## src/hw/rgm_params.svh

```systemverilog
// constants shared by both ends of the reduced-pin gigabit mac link
`ifndef RGM_PARAMS_SVH
`define RGM_PARAMS_SVH
// timing: system clock and generated link clock periods in ns
`define RGM_CLK_NS         20
`define RGM_LINK_NS        160
`define RGM_LINK_CYC       (`RGM_LINK_NS / `RGM_CLK_NS)
// in-band status codes
`define RGM_SPEED_2M5      2'h0
`define RGM_SPEED_25M      2'h1
`define RGM_SPEED_125M     2'h2
`define RGM_FALSE_CARRIER  4'hE
// device side serial interface configuration register
`define RGM_SER_CFG_ADDR   12'h608
`define RGM_SER_CFG_RST    16'h0001
`define RGM_SER_CFG_AN_BIT 0
// mac side register map (byte addresses)
`define RGM_MAC_CTRL       12'h000
`define RGM_MAC_STATUS     12'h004
`define RGM_MAC_TXDATA     12'h008
`define RGM_MAC_RXDATA     12'h00C
`define RGM_CTRL_TXEN_BIT  0
`define RGM_CTRL_RST       1'h0
// axi responses
`define RGM_RESP_OKAY      2'h0
`define RGM_RESP_SLVERR    2'h2
`endif

```

## src/hw/rgm_pkg.sv

```systemverilog
// types and control-pair decoding shared by both ends
package rgm_pkg;
   // kind of link symbol carried by one clock period
   typedef enum logic [3:0] {
      RGM_IDLE = 4'h1,
      RGM_DATA = 4'h2,
      RGM_RSVD = 4'h4,
      RGM_ERR  = 4'h8
   } rgm_kind_e;
   // what the device sends in the current receive period
   typedef enum logic [2:0] {
      RGM_SL_STAT = 3'h1,
      RGM_SL_DATA = 3'h2,
      RGM_SL_FC   = 3'h4
   } rgm_slot_e;
   // control pair (rising edge, falling edge) to symbol kind
   function automatic rgm_kind_e rgm_decode(input logic c_rise, input logic c_fall);
      case ({c_rise, c_fall})
         2'b00:   return RGM_IDLE;
         2'b10:   return RGM_DATA;
         2'b11:   return RGM_ERR;
         default: return RGM_RSVD;
      endcase
   endfunction
endpackage

```

## src/hw/rgm_link_if.sv

```systemverilog
// link wires between the mac end and the phy end
interface rgm_link_if;
   logic       tx_clk;
   logic       tx_ctl;
   logic [3:0] tx_d;
   logic       rx_clk;
   logic       rx_ctl;
   logic [3:0] rx_d;
   // mac drives transmit, phy drives receive
   modport mac (output tx_clk, output tx_ctl, output tx_d,
                input  rx_clk, input  rx_ctl, input  rx_d);
   modport phy (input  tx_clk, input  tx_ctl, input  tx_d,
                output rx_clk, output rx_ctl, output rx_d);
endinterface

```

## src/hw/rgm_mac_end.sv

```systemverilog
// mac end of the reduced-pin gigabit link with an axi4-lite register port
//
// Implementation choice: register access over AXI4-Lite.
`include "rgm_params.svh"
module rgm_mac_end
   import rgm_pkg::*;
#(
   parameter int LINK_CYC = `RGM_LINK_CYC,
   parameter int DEPTH    = 32
) (
   // clock and reset
   input  logic        aclk,
   input  logic        aresetn,
   // link toward the phy
   rgm_link_if.mac     lnk,
   // axi4-lite write
   input  logic [11:0] s_axi_awaddr,
   input  logic        s_axi_awvalid,
   output logic        s_axi_awready,
   input  logic [31:0] s_axi_wdata,
   input  logic [3:0]  s_axi_wstrb,
   input  logic        s_axi_wvalid,
   output logic        s_axi_wready,
   output logic [1:0]  s_axi_bresp,
   output logic        s_axi_bvalid,
   input  logic        s_axi_bready,
   // axi4-lite read
   input  logic [11:0] s_axi_araddr,
   input  logic        s_axi_arvalid,
   output logic        s_axi_arready,
   output logic [31:0] s_axi_rdata,
   output logic [1:0]  s_axi_rresp,
   output logic        s_axi_rvalid,
   input  logic        s_axi_rready
);
   localparam logic [7:0] PH_LAST = 8'(LINK_CYC - 1);
   localparam logic [7:0] HALF    = 8'(LINK_CYC / 2);
   localparam logic [7:0] Q1      = 8'(LINK_CYC / 4);
   localparam logic [7:0] Q3      = 8'(3 * LINK_CYC / 4);

   logic [7:0]  ph_r;
   logic        clk_r;
   logic [3:0]  txd_r;
   logic        txc_r;
   logic        dslot_r;
   logic [8:0]  hold_r;
   logic        txen_r;
   logic [5:0]  s1_r;
   logic [5:0]  s2_r;
   logic        ck_d_r;
   logic [3:0]  lo_r;
   logic        cr_r;
   logic [3:0]  ibs_r;
   logic [7:0]  fc_r;
   logic [8:0]  rxb_r;
   logic        rxv_r;
   logic        ovr_r;
   logic        awr_r;
   logic        bv_r;
   logic [1:0]  br_r;
   logic        arr_r;
   logic        rv_r;
   logic [1:0]  rr_r;
   logic [31:0] rd_r;
   logic        f_in_ready;
   logic        f_out_valid;
   logic [8:0]  f_out_data;

   // transmit clock divider
   wire [7:0] ph_nxt = (ph_r == PH_LAST) ? 8'h00 : ph_r + 8'h01;
   wire lo_slot      = (ph_r == Q3);
   wire hi_slot      = (ph_r == Q1);
   wire pop          = lo_slot & txen_r & f_out_valid;
   wire aw_tx        = (s_axi_awaddr == `RGM_MAC_TXDATA);
   wire wr_fire      = awr_r;

   // transmit byte queue; drains one byte per link period
   rgm_fifo #(.WIDTH(9), .DEPTH(DEPTH)) u_txq (
      .aclk      (aclk),
      .aresetn   (aresetn),
      .in_valid  (wr_fire & aw_tx & s_axi_wstrb[0]),
      .in_data   (s_axi_wdata[8:0]),
      .in_ready  (f_in_ready),
      .out_valid (f_out_valid),
      .out_data  (f_out_data),
      .out_ready (pop)
   );

   // transmit clock and pins: lower nibble before rise, upper before fall
   always_ff @(posedge aclk) begin
      if (!aresetn) begin
         ph_r    <= PH_LAST;                           // first period after reset has a full high half
         clk_r   <= 1'b0;
         txd_r   <= 4'h0;
         txc_r   <= 1'b0;
         dslot_r <= 1'b0;
         hold_r  <= 9'h000;
      end else begin
         ph_r  <= ph_nxt;
         clk_r <= (ph_nxt < HALF);
         if (lo_slot) begin
            dslot_r <= pop;
            txd_r   <= pop ? f_out_data[3:0] : 4'h0;
            txc_r   <= pop;
            hold_r  <= f_out_data;
         end else if (hi_slot) begin
            txd_r <= dslot_r ? hold_r[7:4] : 4'h0;
            txc_r <= dslot_r & hold_r[8];
         end
      end
   end

   // receive pins through two-flop synchronisers
   always_ff @(posedge aclk) begin
      if (!aresetn) begin
         s1_r   <= 6'h00;
         s2_r   <= 6'h00;
         ck_d_r <= 1'b0;
      end else begin
         s1_r   <= {lnk.rx_clk, lnk.rx_ctl, lnk.rx_d};
         s2_r   <= s1_r;
         ck_d_r <= s2_r[5];
      end
   end

   // data recovered on the edges of the phy receive clock
   wire rx_rise  = s2_r[5] & ~ck_d_r;
   wire rx_fall  = ~s2_r[5] & ck_d_r;
   rgm_kind_e kind;
   assign kind   = rgm_decode(cr_r, s2_r[4]);
   wire rx_new   = rx_fall & ((kind == RGM_DATA) | (kind == RGM_ERR));
   wire rx_pop   = arr_r & (s_axi_araddr == `RGM_MAC_RXDATA);
   wire fc_seen  = rx_fall & (kind == RGM_RSVD) & (lo_r == `RGM_FALSE_CARRIER);

   // receive decode: bytes, in-band status only while idle, false carriers
   always_ff @(posedge aclk) begin
      if (!aresetn) begin
         lo_r  <= 4'h0;
         cr_r  <= 1'b0;
         ibs_r <= 4'h0;
         fc_r  <= 8'h00;
         rxb_r <= 9'h000;
      end else begin
         if (rx_rise) lo_r <= s2_r[3:0];
         if (rx_rise) cr_r <= s2_r[4];
         if (rx_fall && kind == RGM_IDLE) ibs_r <= lo_r;
         if (fc_seen) fc_r <= fc_r + 8'h01;
         if (rx_new) rxb_r <= {kind == RGM_ERR, s2_r[3:0], lo_r};
      end
   end

   // byte-ready and overrun flags; a new byte wins over the read that clears byte-ready, but the read wins for overrun
   always_ff @(posedge aclk) begin
      if (!aresetn) begin
         rxv_r <= 1'b0;
         ovr_r <= 1'b0;
      end else begin
         rxv_r <= rx_new | (rxv_r & ~rx_pop);
         ovr_r <= (rx_new & rxv_r & ~rx_pop) | (ovr_r & ~rx_pop);
      end
   end

   // write channel: address and data taken together once both are offered
   wire wr_go  = s_axi_awvalid & s_axi_wvalid & ~awr_r & ~bv_r & (~aw_tx | f_in_ready);
   wire wr_map = aw_tx | (s_axi_awaddr == `RGM_MAC_CTRL) |
                 (s_axi_awaddr == `RGM_MAC_STATUS) | (s_axi_awaddr == `RGM_MAC_RXDATA);
   always_ff @(posedge aclk) begin
      if (!aresetn) begin
         awr_r  <= 1'b0;
         bv_r   <= 1'b0;
         br_r   <= `RGM_RESP_OKAY;
         txen_r <= `RGM_CTRL_RST;
      end else begin
         awr_r <= wr_go;
         if (wr_fire) begin
            bv_r <= 1'b1;
            br_r <= wr_map ? `RGM_RESP_OKAY : `RGM_RESP_SLVERR;
         end else if (s_axi_bready) begin
            bv_r <= 1'b0;
         end
         if (wr_fire && s_axi_awaddr == `RGM_MAC_CTRL && s_axi_wstrb[0])
            txen_r <= s_axi_wdata[`RGM_CTRL_TXEN_BIT];
      end
   end

   // read mux: status holds in-band speed, link, duplex and flags
   wire [31:0] status = {16'h0000, fc_r, 1'b0, ~f_out_valid, ovr_r, rxv_r, ibs_r};
   wire        rd_go  = s_axi_arvalid & ~arr_r & ~rv_r;
   wire [31:0] rmux   = (s_axi_araddr == `RGM_MAC_CTRL)   ? {31'h0, txen_r} :
                        (s_axi_araddr == `RGM_MAC_STATUS) ? status :
                        (s_axi_araddr == `RGM_MAC_RXDATA) ? {22'h0, rxv_r, rxb_r} : 32'h0;
   wire        r_map  = (s_axi_araddr == `RGM_MAC_CTRL) | (s_axi_araddr == `RGM_MAC_STATUS) |
                        (s_axi_araddr == `RGM_MAC_RXDATA) | (s_axi_araddr == `RGM_MAC_TXDATA);
   always_ff @(posedge aclk) begin
      if (!aresetn) begin
         arr_r <= 1'b0;
         rv_r  <= 1'b0;
         rr_r  <= `RGM_RESP_OKAY;
         rd_r  <= 32'h0;
      end else begin
         arr_r <= rd_go;
         if (arr_r) begin
            rv_r <= 1'b1;
            rd_r <= rmux;
            rr_r <= r_map ? `RGM_RESP_OKAY : `RGM_RESP_SLVERR;
         end else if (s_axi_rready) begin
            rv_r <= 1'b0;
         end
      end
   end

   // outputs
   assign s_axi_awready = awr_r;
   assign s_axi_wready  = awr_r;
   assign s_axi_bvalid  = bv_r;
   assign s_axi_bresp   = br_r;
   assign s_axi_arready = arr_r;
   assign s_axi_rvalid  = rv_r;
   assign s_axi_rresp   = rr_r;
   assign s_axi_rdata   = rd_r;
   assign lnk.tx_clk    = clk_r;
   assign lnk.tx_ctl    = txc_r;
   assign lnk.tx_d      = txd_r;
endmodule

```

## src/hw/rgm_fifo.sv

```systemverilog
// synchronous fifo with valid and ready on both sides
module rgm_fifo #(
   parameter int WIDTH = 9,
   parameter int DEPTH = 32
) (
   // clock and reset
   input  logic             aclk,
   input  logic             aresetn,
   // fill side
   input  logic             in_valid,
   input  logic [WIDTH-1:0] in_data,
   output logic             in_ready,
   // drain side
   output logic             out_valid,
   output logic [WIDTH-1:0] out_data,
   input  logic             out_ready
);
   localparam int AW = $clog2(DEPTH);
   logic [WIDTH-1:0] mem [DEPTH];
   logic [AW:0]      wp_r;
   logic [AW:0]      rp_r;
   wire              push = in_valid & in_ready;
   wire              pop  = out_valid & out_ready;
   // full when pointers differ only in the wrap bit
   assign in_ready  = ~((wp_r[AW] != rp_r[AW]) && (wp_r[AW-1:0] == rp_r[AW-1:0]));
   assign out_valid = (wp_r != rp_r);
   assign out_data  = mem[rp_r[AW-1:0]];
   // storage
   always_ff @(posedge aclk) begin
      if (push) mem[wp_r[AW-1:0]] <= in_data;
   end
   // pointers
   always_ff @(posedge aclk) begin
      if (!aresetn) begin
         wp_r <= '0;
         rp_r <= '0;
      end else begin
         if (push) wp_r <= wp_r + 1'b1;
         if (pop)  rp_r <= rp_r + 1'b1;
      end
   end
endmodule

```

## src/flat_wrapper.sv

```systemverilog
// flat-port wrapper written by rule: the top's interface ports become plain ports
module rgm_mac_end_flat import rgm_pkg::*;
#(
   parameter int LINK_CYC = `RGM_LINK_CYC,
   parameter int DEPTH    = 32
)
  (aclk, aresetn, s_axi_awaddr, s_axi_awvalid, s_axi_awready, s_axi_wdata, s_axi_wstrb, s_axi_wvalid, s_axi_wready, s_axi_bresp, s_axi_bvalid, s_axi_bready, s_axi_araddr, s_axi_arvalid, s_axi_arready, s_axi_rdata, s_axi_rresp, s_axi_rvalid, s_axi_rready, lnk_tx_clk, lnk_tx_ctl, lnk_tx_d, lnk_rx_clk, lnk_rx_ctl, lnk_rx_d);
  rgm_link_if lnk_i ();
  input  logic aclk;
  input  logic aresetn;
  input  logic [11:0] s_axi_awaddr;
  input  logic s_axi_awvalid;
  output logic s_axi_awready;
  input  logic [31:0] s_axi_wdata;
  input  logic [3:0] s_axi_wstrb;
  input  logic s_axi_wvalid;
  output logic s_axi_wready;
  output logic [1:0] s_axi_bresp;
  output logic s_axi_bvalid;
  input  logic s_axi_bready;
  input  logic [11:0] s_axi_araddr;
  input  logic s_axi_arvalid;
  output logic s_axi_arready;
  output logic [31:0] s_axi_rdata;
  output logic [1:0] s_axi_rresp;
  output logic s_axi_rvalid;
  input  logic s_axi_rready;
  output wire logic [$bits(lnk_i.tx_clk)-1:0] lnk_tx_clk;
  output wire logic [$bits(lnk_i.tx_ctl)-1:0] lnk_tx_ctl;
  output wire logic [$bits(lnk_i.tx_d)-1:0] lnk_tx_d;
  input wire logic [$bits(lnk_i.rx_clk)-1:0] lnk_rx_clk;
  input wire logic [$bits(lnk_i.rx_ctl)-1:0] lnk_rx_ctl;
  input wire logic [$bits(lnk_i.rx_d)-1:0] lnk_rx_d;
  assign lnk_tx_clk = lnk_i.tx_clk;
  assign lnk_tx_ctl = lnk_i.tx_ctl;
  assign lnk_tx_d = lnk_i.tx_d;
  assign lnk_i.rx_clk = lnk_rx_clk;
  assign lnk_i.rx_ctl = lnk_rx_ctl;
  assign lnk_i.rx_d = lnk_rx_d;
  rgm_mac_end #(.LINK_CYC(LINK_CYC), .DEPTH(DEPTH)) u_core (.aclk(aclk), .aresetn(aresetn), .lnk(lnk_i), .s_axi_awaddr(s_axi_awaddr), .s_axi_awvalid(s_axi_awvalid), .s_axi_awready(s_axi_awready), .s_axi_wdata(s_axi_wdata), .s_axi_wstrb(s_axi_wstrb), .s_axi_wvalid(s_axi_wvalid), .s_axi_wready(s_axi_wready), .s_axi_bresp(s_axi_bresp), .s_axi_bvalid(s_axi_bvalid), .s_axi_bready(s_axi_bready), .s_axi_araddr(s_axi_araddr), .s_axi_arvalid(s_axi_arvalid), .s_axi_arready(s_axi_arready), .s_axi_rdata(s_axi_rdata), .s_axi_rresp(s_axi_rresp), .s_axi_rvalid(s_axi_rvalid), .s_axi_rready(s_axi_rready));
endmodule
```

## config.mk

```make
export PLATFORM = sky130hd
export DESIGN_NAME = rgm_mac_end_flat
export DESIGN_NICKNAME = d
export VERILOG_FILES = /design/src/hw/rgm_pkg.sv /design/src/hw/rgm_link_if.sv /design/src/hw/rgm_mac_end.sv /design/src/hw/rgm_fifo.sv /design/src/flat_wrapper.sv
export VERILOG_INCLUDE_DIRS = /design/src /design/src/hw
export SDC_FILE = /design/constraint.sdc
export NUM_CORES = 1
export LEC_CHECK = 0
export BUFFER_PORTS_ARGS = -buffer_cell sky130_fd_sc_hd__buf_2
export CORE_MARGIN = 5
export CORE_UTILIZATION = 60
export CTS_CLUSTER_DIAMETER = 40
export CTS_CLUSTER_SIZE = 40
export DETAILED_ROUTE_END_ITERATION = 10
export HOLD_SLACK_MARGIN = 0.05
export PLACE_DENSITY = 0.76
export SYNTH_ARGS = -nofsm -noshare
export SYNTH_HDL_FRONTEND = slang
export SYNTH_SLANG_ARGS = --single-unit
```

## constraint.sdc

```tcl
create_clock -name aclk -period 2.6 [get_ports aclk]
set_clock_uncertainty 0.15 [all_clocks]
set_input_delay 0.13 -clock aclk [delete_from_list [all_inputs] [get_ports aclk]]
set_output_delay 0.13 -clock aclk [all_outputs]
set_load 0.02 [all_outputs]
```

==> flow_summary.ini, run 1 <==
[setup_path]
cpPeakStageDelay_ns = 0.69
endpoint_kind = register
path_class = reg -> reg
regToRegEndpoint = u_core.u_txq.mem[20][7]
regToRegStartpoint = u_core.u_txq.wp_r[1]
timing.critical_path.cells = xor2_1 -> nor3_1 -> a211oi_2 -> nand2_1 -> buf_4 -> nor2_1
cp_slowest_cell = nor2_1
critPathLaunchType = register
arrival_ns = 2.66
crit_required_ns = 2.61
r2r_cells = 6
critical_path.top_delay_family = simple AND/OR/NAND/NOR gates
critPathBufInv = 1
rrSetupSlack_ns = -0.05
cp_max_fo = 9

[clocking]
path_clk_slew_ns = 0.07
clock_sinks = 389
numCtsBuffers = 42
cts_tree = yes
insertion_delay_ns = 0.54
htreeDepth = 2
clockBufferDepth = 3
clockRootBuffer = clkbuf_16

[layout]
drive_gt1_share_pct = 24.7
antenna_cells = 0
syn_to_final_growth_pct = 18.8
fin_cells = 1523
final_core_util_pct = 72.8
fillers = 1516
stdcell_area_sq_um = 18400
nets = 1241

[timing]
period_share_pct = 102
relSlewSlack_pct = 41.2
rsz0062_at_grt = true
slew_viol_final = 0
worst_slack_ns = -0.0486
worst_pin_slew_ns = 0.879
fmax_ghz = 0.378
finalSetupViolCount = 45
fin_crit_ns = 2.65
hold_slack_ns = 0.0251
finalHoldViolations = 0

[pwr]
vdd_drop_max_mv = 0.718
total_power_mw = 13.7
p_leak_nw = 6.39
powerDensity_nw_per_um2 = 741

[synthesis]
postSynthCellCount = 1002
synth-seq-cells = 389
yosysMostFrequentCell = edfxtp_1
synth_top_area_share_pct = 55.7
ys.flop_type = edfxtp_1
syn_avg_cell_area_sq_um = 15.5
synthTopCellsByArea = edfxtp_1, dfxtp_1, mux4_2
yosysSeqAreaShare_pct = 68.8
synth_edf_count = 288
netlist_area_sq_um = 15500
ys_types = 64
yosysTopAreaCell = edfxtp_1
synthTopCellsByCount = edfxtp_1, nor2_1, dfxtp_1
synth_warnings = 0
async_flop_share_pct = 0

[global_route]
overflow = 0
grt_usage_pct = 24.3
met1_usage_pct = 34.0
grt_busiest_layer = met2
grt_util_met3_pct = 4.25
grt_pass1_vias = 9340
globalRouteMet2Util_pct = 40.1
grt_pass1_wl_um = 54100
grt_max_degree = 49
antenna_found_initial = 0

[detailed_routing]
finalWirelength_um = 35200
wl_per_cell_um = 23.1
drt_first_pass_iters = 5
vias_per_cell = 6.05
via_count = 9212
postRouteAntennaNets = 0
route.detailed.drc = 0
drt_iter0_drc = 994

[floorplanning]
io_pins = 120
die_x_um = 171
initial_utilization_pct = 61.3
std_cell_rows = 58
dieArea_sq_um = 29200
coreArea_sq_um = 25300
die-height_um = 171

[worst_hold_path]
hold_path_class = in -> reg
whs_endpoint = u_core.s_axi_rresp[1]
min_path_cells = 4
worstHoldStart = s_axi_araddr[8]

[placed_design]
place.gp.congestion = 0.930
dp_cells = 1404
placed_cell_area_sq_um = 16400
hpwl_um = 21100
port_buffers = 75

[outcome]
outcome = finished, violations left
violations = setup timing

[flow_run]
cap_violations = 0
==> sequential cells by signal, summed over array words and instances, names as in the netlist, 5 cells and up, named ones only <==
register	count
u_core.fc_r	8
u_core.u_txq.wp_r	6
u_core.ph_r	8
u_core.u_txq.mem	288
u_core.u_txq.rp_r	6
u_core.hold_r	5
u_core.s1_r	6
u_core.s_axi_rdata	16
u_core.s2_r	6
u_core.rxb_r	9
==> metrics by stage <==
stage	TNS, ns	worst slack (ns)
floorplan	0	0.0947
global placement	-1.18	-0.0757
detailed placement	-11.48	-0.116
CTS	-0.477	-0.0281
global route	-13.88	-0.238
finish	-0.962	-0.0486
==> what timing repair did <==
action / in CTS / in global routing
setup buffers: 0 / 1
hold buffers: 42 / 1
gates cloned: 0 / 0
endpoints found under the hold margin: 317 / 1
pin swaps: 0 / 0
setup endpoints to repair: 69 / 193
gates resized for setup: 4 / 15
==> cell families (layout without fill, tap and decap cells) <==
family | count (synthesis) | in the layout | share of synthesized area (%)
buffers and inverters | 88 | 262 | 3.24
adder cells (fa/ha/maj) | 8 | 8 | 0.645
AND/OR/NAND/NOR | 267 | 267 | 8.11
multiplexers | 112 | 112 | 13.0
other | 1 | 18 | 0.0242
AO/OA/AOI/OAI | 118 | 118 | 5.20
XOR/XNOR | 19 | 19 | 1.07
flip-flops | 389 | 389 | 68.8
==> worst max-delay path by stage <==
| stage | startpoint | end | slack (ns) | depth (start not counted) |
|---|---|---|---|---|
| 5_1_grt | u_core.u_txq.wp_r[1] | u_core.u_txq.mem[20][7] | -0.24 | 6 |
| 4_1_cts | u_core.u_txq.rp_r[1] | u_core.u_txq.mem[4][7] | -0.03 | 6 |
| 3_3_place_gp | s_axi_awaddr[1] | u_core.u_txq.mem[29][4] | -0.08 | 7 |
| 2_1_floorplan | u_core.s_axi_awready | u_core.u_txq.mem[0][0] | 0.09 | 5 |
| 6_report | u_core.u_txq.wp_r[1] | u_core.u_txq.mem[20][7] | -0.05 | 6 |
| 3_5_place_dp | s_axi_awaddr[7] | u_core.u_txq.mem[30][7] | -0.12 | 7 |
==> where the power goes <==
part / internal (mW) / switching (mW) / leakage (nW) / total [mW]
Sequential: 6.70 / 0.0529 / 3.41 / 6.76
Combinational: 0.155 / 0.285 / 2.24 / 0.441
Clock: 3.77 / 2.68 / 0.738 / 6.45
==> tightest hold or removal path, delay by kind of cell <==
| kind | cells | cell delay, ns |
|---|---|---|
| AND/OR/NAND/NOR | 2 | 0.24 |
| buffers and inverters | 1 | 0.08 |
| AO/OA/AOI/OAI | 1 | 0.22 |
==> final cells by class <==
cell class / count / area, sq um / area share (%)
clock inverter: 34 / 468 / 2.54
sequential: 389 / 10700 / 57.9
multi-input combinational: 542 / 4460 / 24.2
tap: 330 / 413 / 2.24
clock buffer: 43 / 1080 / 5.84
timing repair buffer: 168 / 1270 / 6.90
inverter: 17 / 63.8 / 0.346
==> layer usage <==
| metal | part of all wire (%) | wire [um] |
|---|---|---|
| met5 | 0 | 0 |
| met4 | 2.5 | 889 |
| met3 | 8.7 | 3050 |
| met2 | 49 | 17200 |
| met1 | 40 | 14100 |
==> cells in the final DEF, fill, tap and decap left out, types with 15 or more instances in the layout <==
| master | count |
|---|---|
| buf_4 | 45 |
| and2_1 | 17 |
| inv_1 | 16 |
| edfxtp_1 | 288 |
| a21oi_1 | 30 |
| dfxtp_1 | 99 |
| nand2_1 | 49 |
| nand3_1 | 15 |
| a22oi_1 | 33 |
| conb_1 | 18 |
| nor2_1 | 101 |
| o21ai_0 | 15 |
| mux4_2 | 62 |
| mux2i_1 | 43 |
| nor2_2 | 17 |
| dlygate4sd3_1 | 41 |
| buf_2 | 75 |
| clkbuf_16 | 43 |
No activity file was read; power rests on OpenSTA's default activity.
==> inputs of run 2 (changes only) <==
--- a/config.mk
+++ b/config.mk
@@ -7,7 +7,7 @@
 export NUM_CORES = 1
 export LEC_CHECK = 0
 export BUFFER_PORTS_ARGS = -buffer_cell sky130_fd_sc_hd__buf_2
-export CORE_MARGIN = 5
+export CORE_MARGIN = 1
 export CORE_UTILIZATION = 60
 export CTS_CLUSTER_DIAMETER = 40
 export CTS_CLUSTER_SIZE = 40
==> run 2 against run 1 <==
The run still ends with setup timing left. Global-route usage increased by 1.8 points. Design area rose by 0.69%. Total power grew 0.22%. Clock power hardly changed. Register-to-register slack improved by 0.04 ns. Count of clock-buffer cells in the layout up 4. Hold slack gained 0.021 ns.
==> flow_summary.ini, run 2 (synthesis results as in run 1) <==
[clocking]
insertion_delay_ns = 0.55
clockRootBuffer = clkbuf_16
numCtsBuffers = 44
htreeDepth = 2
path_clk_slew_ns = 0.06
cts_tree = yes
clockBufferDepth = 3
clock_sinks = 389

[outcome]
outcome = finished, violations left
violations = setup timing

[pwr]
p_switching_mw = 2.95
comb_power_share_pct = 3.2
p_sw_share_pct = 21.6
intPower_mw = 10.7
powerDensity_nw_per_um2 = 737
vdd_drop_max_mv = 0.763
power_frac_seq_pct = 49.4
clkPwrFrac_pct = 47.4
p_leak_nw = 6.49
total_power_mw = 13.7

[global_route]
grt_pass1_vias = 9186
grt_usage_pct = 26.1
overflow = 0
antenna_found_initial = 0
grt_max_degree = 34
grt_pass1_wl_um = 51300

[layout]
stdcell_area_sq_um = 18600
antenna_cells = 0
nets = 1257
syn_to_final_growth_pct = 19.6
layout_commonest_cell = edfxtp_1
largest_reg_flops = 288
final_core_util_pct = 73.5
drive_gt1_share_pct = 25.5
mostFrequentLayoutCells = edfxtp_1, dfxtp_1, nor2_1

[setup_path]
cp_max_fo = 9
startpoint = u_core.u_txq.wp_r[2]
crit_required_ns = 2.61
arrival_ns = 2.62
regToRegStartpoint = u_core.u_txq.wp_r[2]
path_class = reg -> reg
critPathLaunchType = register
endpoint_kind = register

[timing]
fin_crit_ns = 2.61
worst_pin_slew_ns = 0.902
finalHoldViolations = 0
worst_slack_ns = -0.0115
relSlewSlack_pct = 39.6
fmax_ghz = 0.383
rsz0062_at_grt = true
hold_slack_ns = 0.0462
finalSetupViolCount = 4
period_share_pct = 100
slew_viol_final = 0

[floorplanning]
die_x_um = 163
io_pins = 120
die-height_um = 163
initial_utilization_pct = 61.5
coreArea_sq_um = 25300
dieArea_sq_um = 26500
std_cell_rows = 58

[worst_hold_path]
hold_path_class = in -> reg
worstHoldStart = s_axi_araddr[8]

[placed_design]
hpwl_um = 20900
port_buffers = 75
placed_cell_area_sq_um = 16500
place.gp.congestion = 0.867

[detailed_routing]
via_count = 9253
wl_per_cell_um = 22.2
drt_first_pass_iters = 7
finalWirelength_um = 34100
drt_iter0_drc = 1009
vias_per_cell = 6.00
postRouteAntennaNets = 0
route.detailed.drc = 0

[flow_run]
cap_violations = 0
-- run 2: cell count changes in the layout (fill, tap and decap cells not counted), moves of 2 or more --
| cell | before | now |
|---|---|---|
| buf_4 | 45 | 58 |
| clkbuf_1 | 0 | 2 |
| clkbuf_16 | 43 | 45 |
| clkinv_1 | 1 | 7 |
| clkinv_8 | 5 | 3 |
| clkinvlp_4 | 5 | 1 |
| inv_6 | 9 | 7 |
| nor2_1 | 101 | 97 |
| nor2_2 | 17 | 21 |
-- run 2: critical path: stages, from the launching register on --
cell,delay (ns)
dfxtp_1,0.34
xor2_1,0.19
nor3_1,0.12
a211oi_2,0.46
nand2_1,0.11
buf_4,0.21
nor2_1,0.67
-- run 2: final timing paths --
check | slack, ns | depth (start not counted) | to
hold / removal | 0.05 | 5 | u_core.s_axi_rdata[6]
hold reg to reg | 0.28 | 1 | u_core.s2_r[5]
setup / recovery | -0.01 | 6 | u_core.u_txq.mem[25][2]
setup reg to reg | -0.01 | 6 | u_core.u_txq.mem[25][2]
-- run 2: layout make-up --
type | count | area (sq um)
multi-input combinational | 542 | 4470
clock buffer | 47 | 1130
fill | 1476 | 6690
timing repair buffer | 182 | 1380
sequential | 389 | 10700
inverter | 17 | 63.8
clock inverter | 34 | 419
tap | 330 | 413
-- run 2: per-layer routing --
| metal | vias up | GRT usage, % | wire, um |
|---|---|---|---|
| li1 | 4151 | - | - |
| met1 | 4557 | 35.9 | 14000 |
| met2 | 475 | 42.8 | 16400 |
| met3 | 70 | 4.91 | 2860 |
| met4 | 0 | 7.82 | 815 |
| met5 | - | 0 | 0 |
-- run 2: power groups by stage --
stage,clock [mW],sequential [mW],combinational [mW]
floorplan,0,6.88,0.237
global placement,0,6.89,0.377
detailed placement,0,6.89,0.387
CTS,6.53,6.75,0.431
global route,6.77,6.76,0.488
finish,6.48,6.76,0.444
-- run 2: stage by stage --
step           setup WS, ns  instances  TNS, ns
2_1_floorplan        0.0947       1019        0
3_3_place_gp        -0.0974       1417    -6.21
3_5_place_dp         -0.155       1417   -12.08
4_1_cts             -0.0131       1542   -0.176
5_1_grt              -0.154       1541    -4.71
6_report            -0.0115       1541  -0.0365
-- run 2: repair_timing --
action / CTS / global route
resized for setup: 16 / 11
endpoints found under the setup margin: 138 / 94
endpoints found under the hold margin: 296 / 0
hold buffers: 44 / 0
setup buffers: 0 / 1
==> inputs of run 3 (changes only) <==
--- a/config.mk
+++ b/config.mk
@@ -13,7 +13,7 @@
 export CTS_CLUSTER_SIZE = 40
 export DETAILED_ROUTE_END_ITERATION = 10
 export HOLD_SLACK_MARGIN = 0.05
-export PLACE_DENSITY = 0.76
+export PLACE_DENSITY = 0.8
 export SYNTH_ARGS = -nofsm -noshare
 export SYNTH_HDL_FRONTEND = slang
 export SYNTH_SLANG_ARGS = --single-unit
==> run 3 against run 2 <==
The flow now finishes without violations. Final cell count increased by 1.4%. Utilization increased by 0.25 points. Setup slack improved by 0.047 ns. Sequential share of layout area decreased by 0.20 points. First-iteration DRC count increased by 9.0%. Maximum frequency increased by 1.8%. Die area unchanged. Critical path depth increased by 1. Design area increased by 0.34%. Wire length increased by 4.4%. Total power decreased by 1.4%.
==> flow_summary.ini, run 3 (synthesis results as in run 1) <==
[pwr]
p_sw_share_pct = 22.9
clkPwrFrac_pct = 46.7
intPower_mw = 10.4
p_switching_mw = 3.09
p_leak_nw = 6.58
power_frac_seq_pct = 50.1
vdd_drop_max_mv = 0.723
powerDensity_nw_per_um2 = 725
comb_power_share_pct = 3.3

[layout]
fillers = 1464
largest_reg_flops = 288
mostFrequentLayoutCells = edfxtp_1, nor2_1, dfxtp_1
syn_to_final_growth_pct = 20.0
layout_commonest_cell = edfxtp_1
nets = 1278
drive_gt1_share_pct = 25.8
regArea_sq_um = 10700
multi_input_area_sq_um = 4440
stdcell_area_sq_um = 18600

[clocking]
clockBufferDepth = 3
path_clk_slew_ns = 0.06
insertion_delay_ns = 0.56
numCtsBuffers = 43
cts_tree = yes
clockRootBuffer = clkbuf_16
htreeDepth = 2
clock_sinks = 389

[global_route]
grt_pass1_vias = 9429
grt_busiest_layer = met2
globalRouteMet2Util_pct = 46.1
antenna_found_initial = 0
grt_pass1_wl_um = 53400
grt_usage_pct = 27.5
grt_max_degree = 51
overflow = 0
grt_util_met3_pct = 6.49
met1_usage_pct = 34.5

[floorplanning]
std_cell_rows = 58
die_x_um = 163
initial_utilization_pct = 61.5
dieArea_sq_um = 26500
coreArea_sq_um = 25300
io_pins = 120
die-height_um = 163

[flow_run]
cap_violations = 0

[detailed_routing]
drt_iter0_drc = 1100
drt_first_pass_iters = 6
via_count = 9507
wl_per_cell_um = 22.8
postRouteAntennaNets = 0
finalWirelength_um = 35600
vias_per_cell = 6.09
route.detailed.drc = 0

[setup_path]
critPathBufInv = 2
cp_max_fo = 33
cpPeakStageDelay_ns = 0.69
cp_slowest_cell = dfxtp_4
critical_path.top_delay_family = compound AO/OA/AOI/OAI gates
arrival_ns = 2.83
path_class = reg -> reg
crit_top_cell = buf_4
endpoint_kind = register
crit_required_ns = 2.87
timing.critical_path.cells = buf_4 -> buf_4 -> mux4_2 -> a22oi_1 -> a21boi_0 -> o21ai_0 -> a31oi_1
critPathLaunchType = register

[placed_design]
place.gp.congestion = 0.879
hpwl_um = 21400
port_buffers = 75
placed_cell_area_sq_um = 16600

[timing]
finalSetupViolCount = 0
finalHoldViolations = 0
fin_crit_ns = 2.56
fmax_ghz = 0.390
tns_ns = 0
relSlewSlack_pct = 40.8
slew_viol_final = 0
rsz0062_at_grt = false
worst_pin_slew_ns = 0.885
period_share_pct = 98.6

[worst_hold_path]
hold_path_class = in -> reg

[outcome]
outcome = complete, no violations
[run 3: per-layer routing]
layer	wire [um]	vias up
met1	13400	4632
li1	-	4185
met4	1400	0
met2	17400	577
met5	0	-
met3	3410	113
[run 3: worst min-delay path, delay by kind of cell]
kind,cells,cell delay [ns]
AOI/OAI and AO/OA,1,0.24
and+or+nand+nor,2,0.21
buffers and inverters,1,0.07
[run 3: power groups by stage]
stage	registers (mW)	logic, mW	clock network [mW]
final	6.76	0.439	6.30
after global routing	6.76	0.482	6.61
after CTS	6.76	0.431	6.35
after detailed placement	6.89	0.385	0
after global placement	6.89	0.371	0
after floorplan	6.88	0.237	0
[run 3: cell type report]
type | count | area share (%)
inverter | 17 | 0.343
sequential | 389 | 57.3
tap | 330 | 2.22
multi-input combinational | 542 | 23.8
clock inverter | 33 | 2.09
timing repair buffer | 204 | 8.12
antenna | 1 | 0.0134
clock buffer | 46 | 6.07
[run 3: path summary, 6_finish.rpt]
check                                      start               endpoint  slack (ns)  cells past startpoint
worst max-delay path                    register     u_core.lnk.tx_d[1]        0.04                      7
worst min-delay path            s_axi_araddr[11]  u_core.s_axi_rresp[1]        0.03                      4
worst max register to register          register     u_core.lnk.tx_d[1]        0.04                      7
worst min register to register    u_core.s1_r[3]         u_core.s2_r[3]        0.28                      1
[run 3: timing repair]
action	4_1_cts	5_1_grt
resized for setup	1	7
buffers inserted	1	5
endpoints found under the setup margin	9	50
hold endpoints to repair	352	0
hold buffers	45	0
[run 3: metrics by stage]
step                      util [%]  worst slack (ns)  cells  power, mW  hold slack [ns]
final                         73.7            0.0355   1562       13.5           0.0268
after global routing          73.7          0.000445   1561       13.9           0.0665
after CTS                     73.6            0.0420   1557       13.5           0.0632
after detailed placement      65.7            0.0222   1432       7.28            0.192
after global placement        65.7            0.0981   1432       7.26            0.187
after floorplan                  -            0.0947   1019       7.12           0.0789
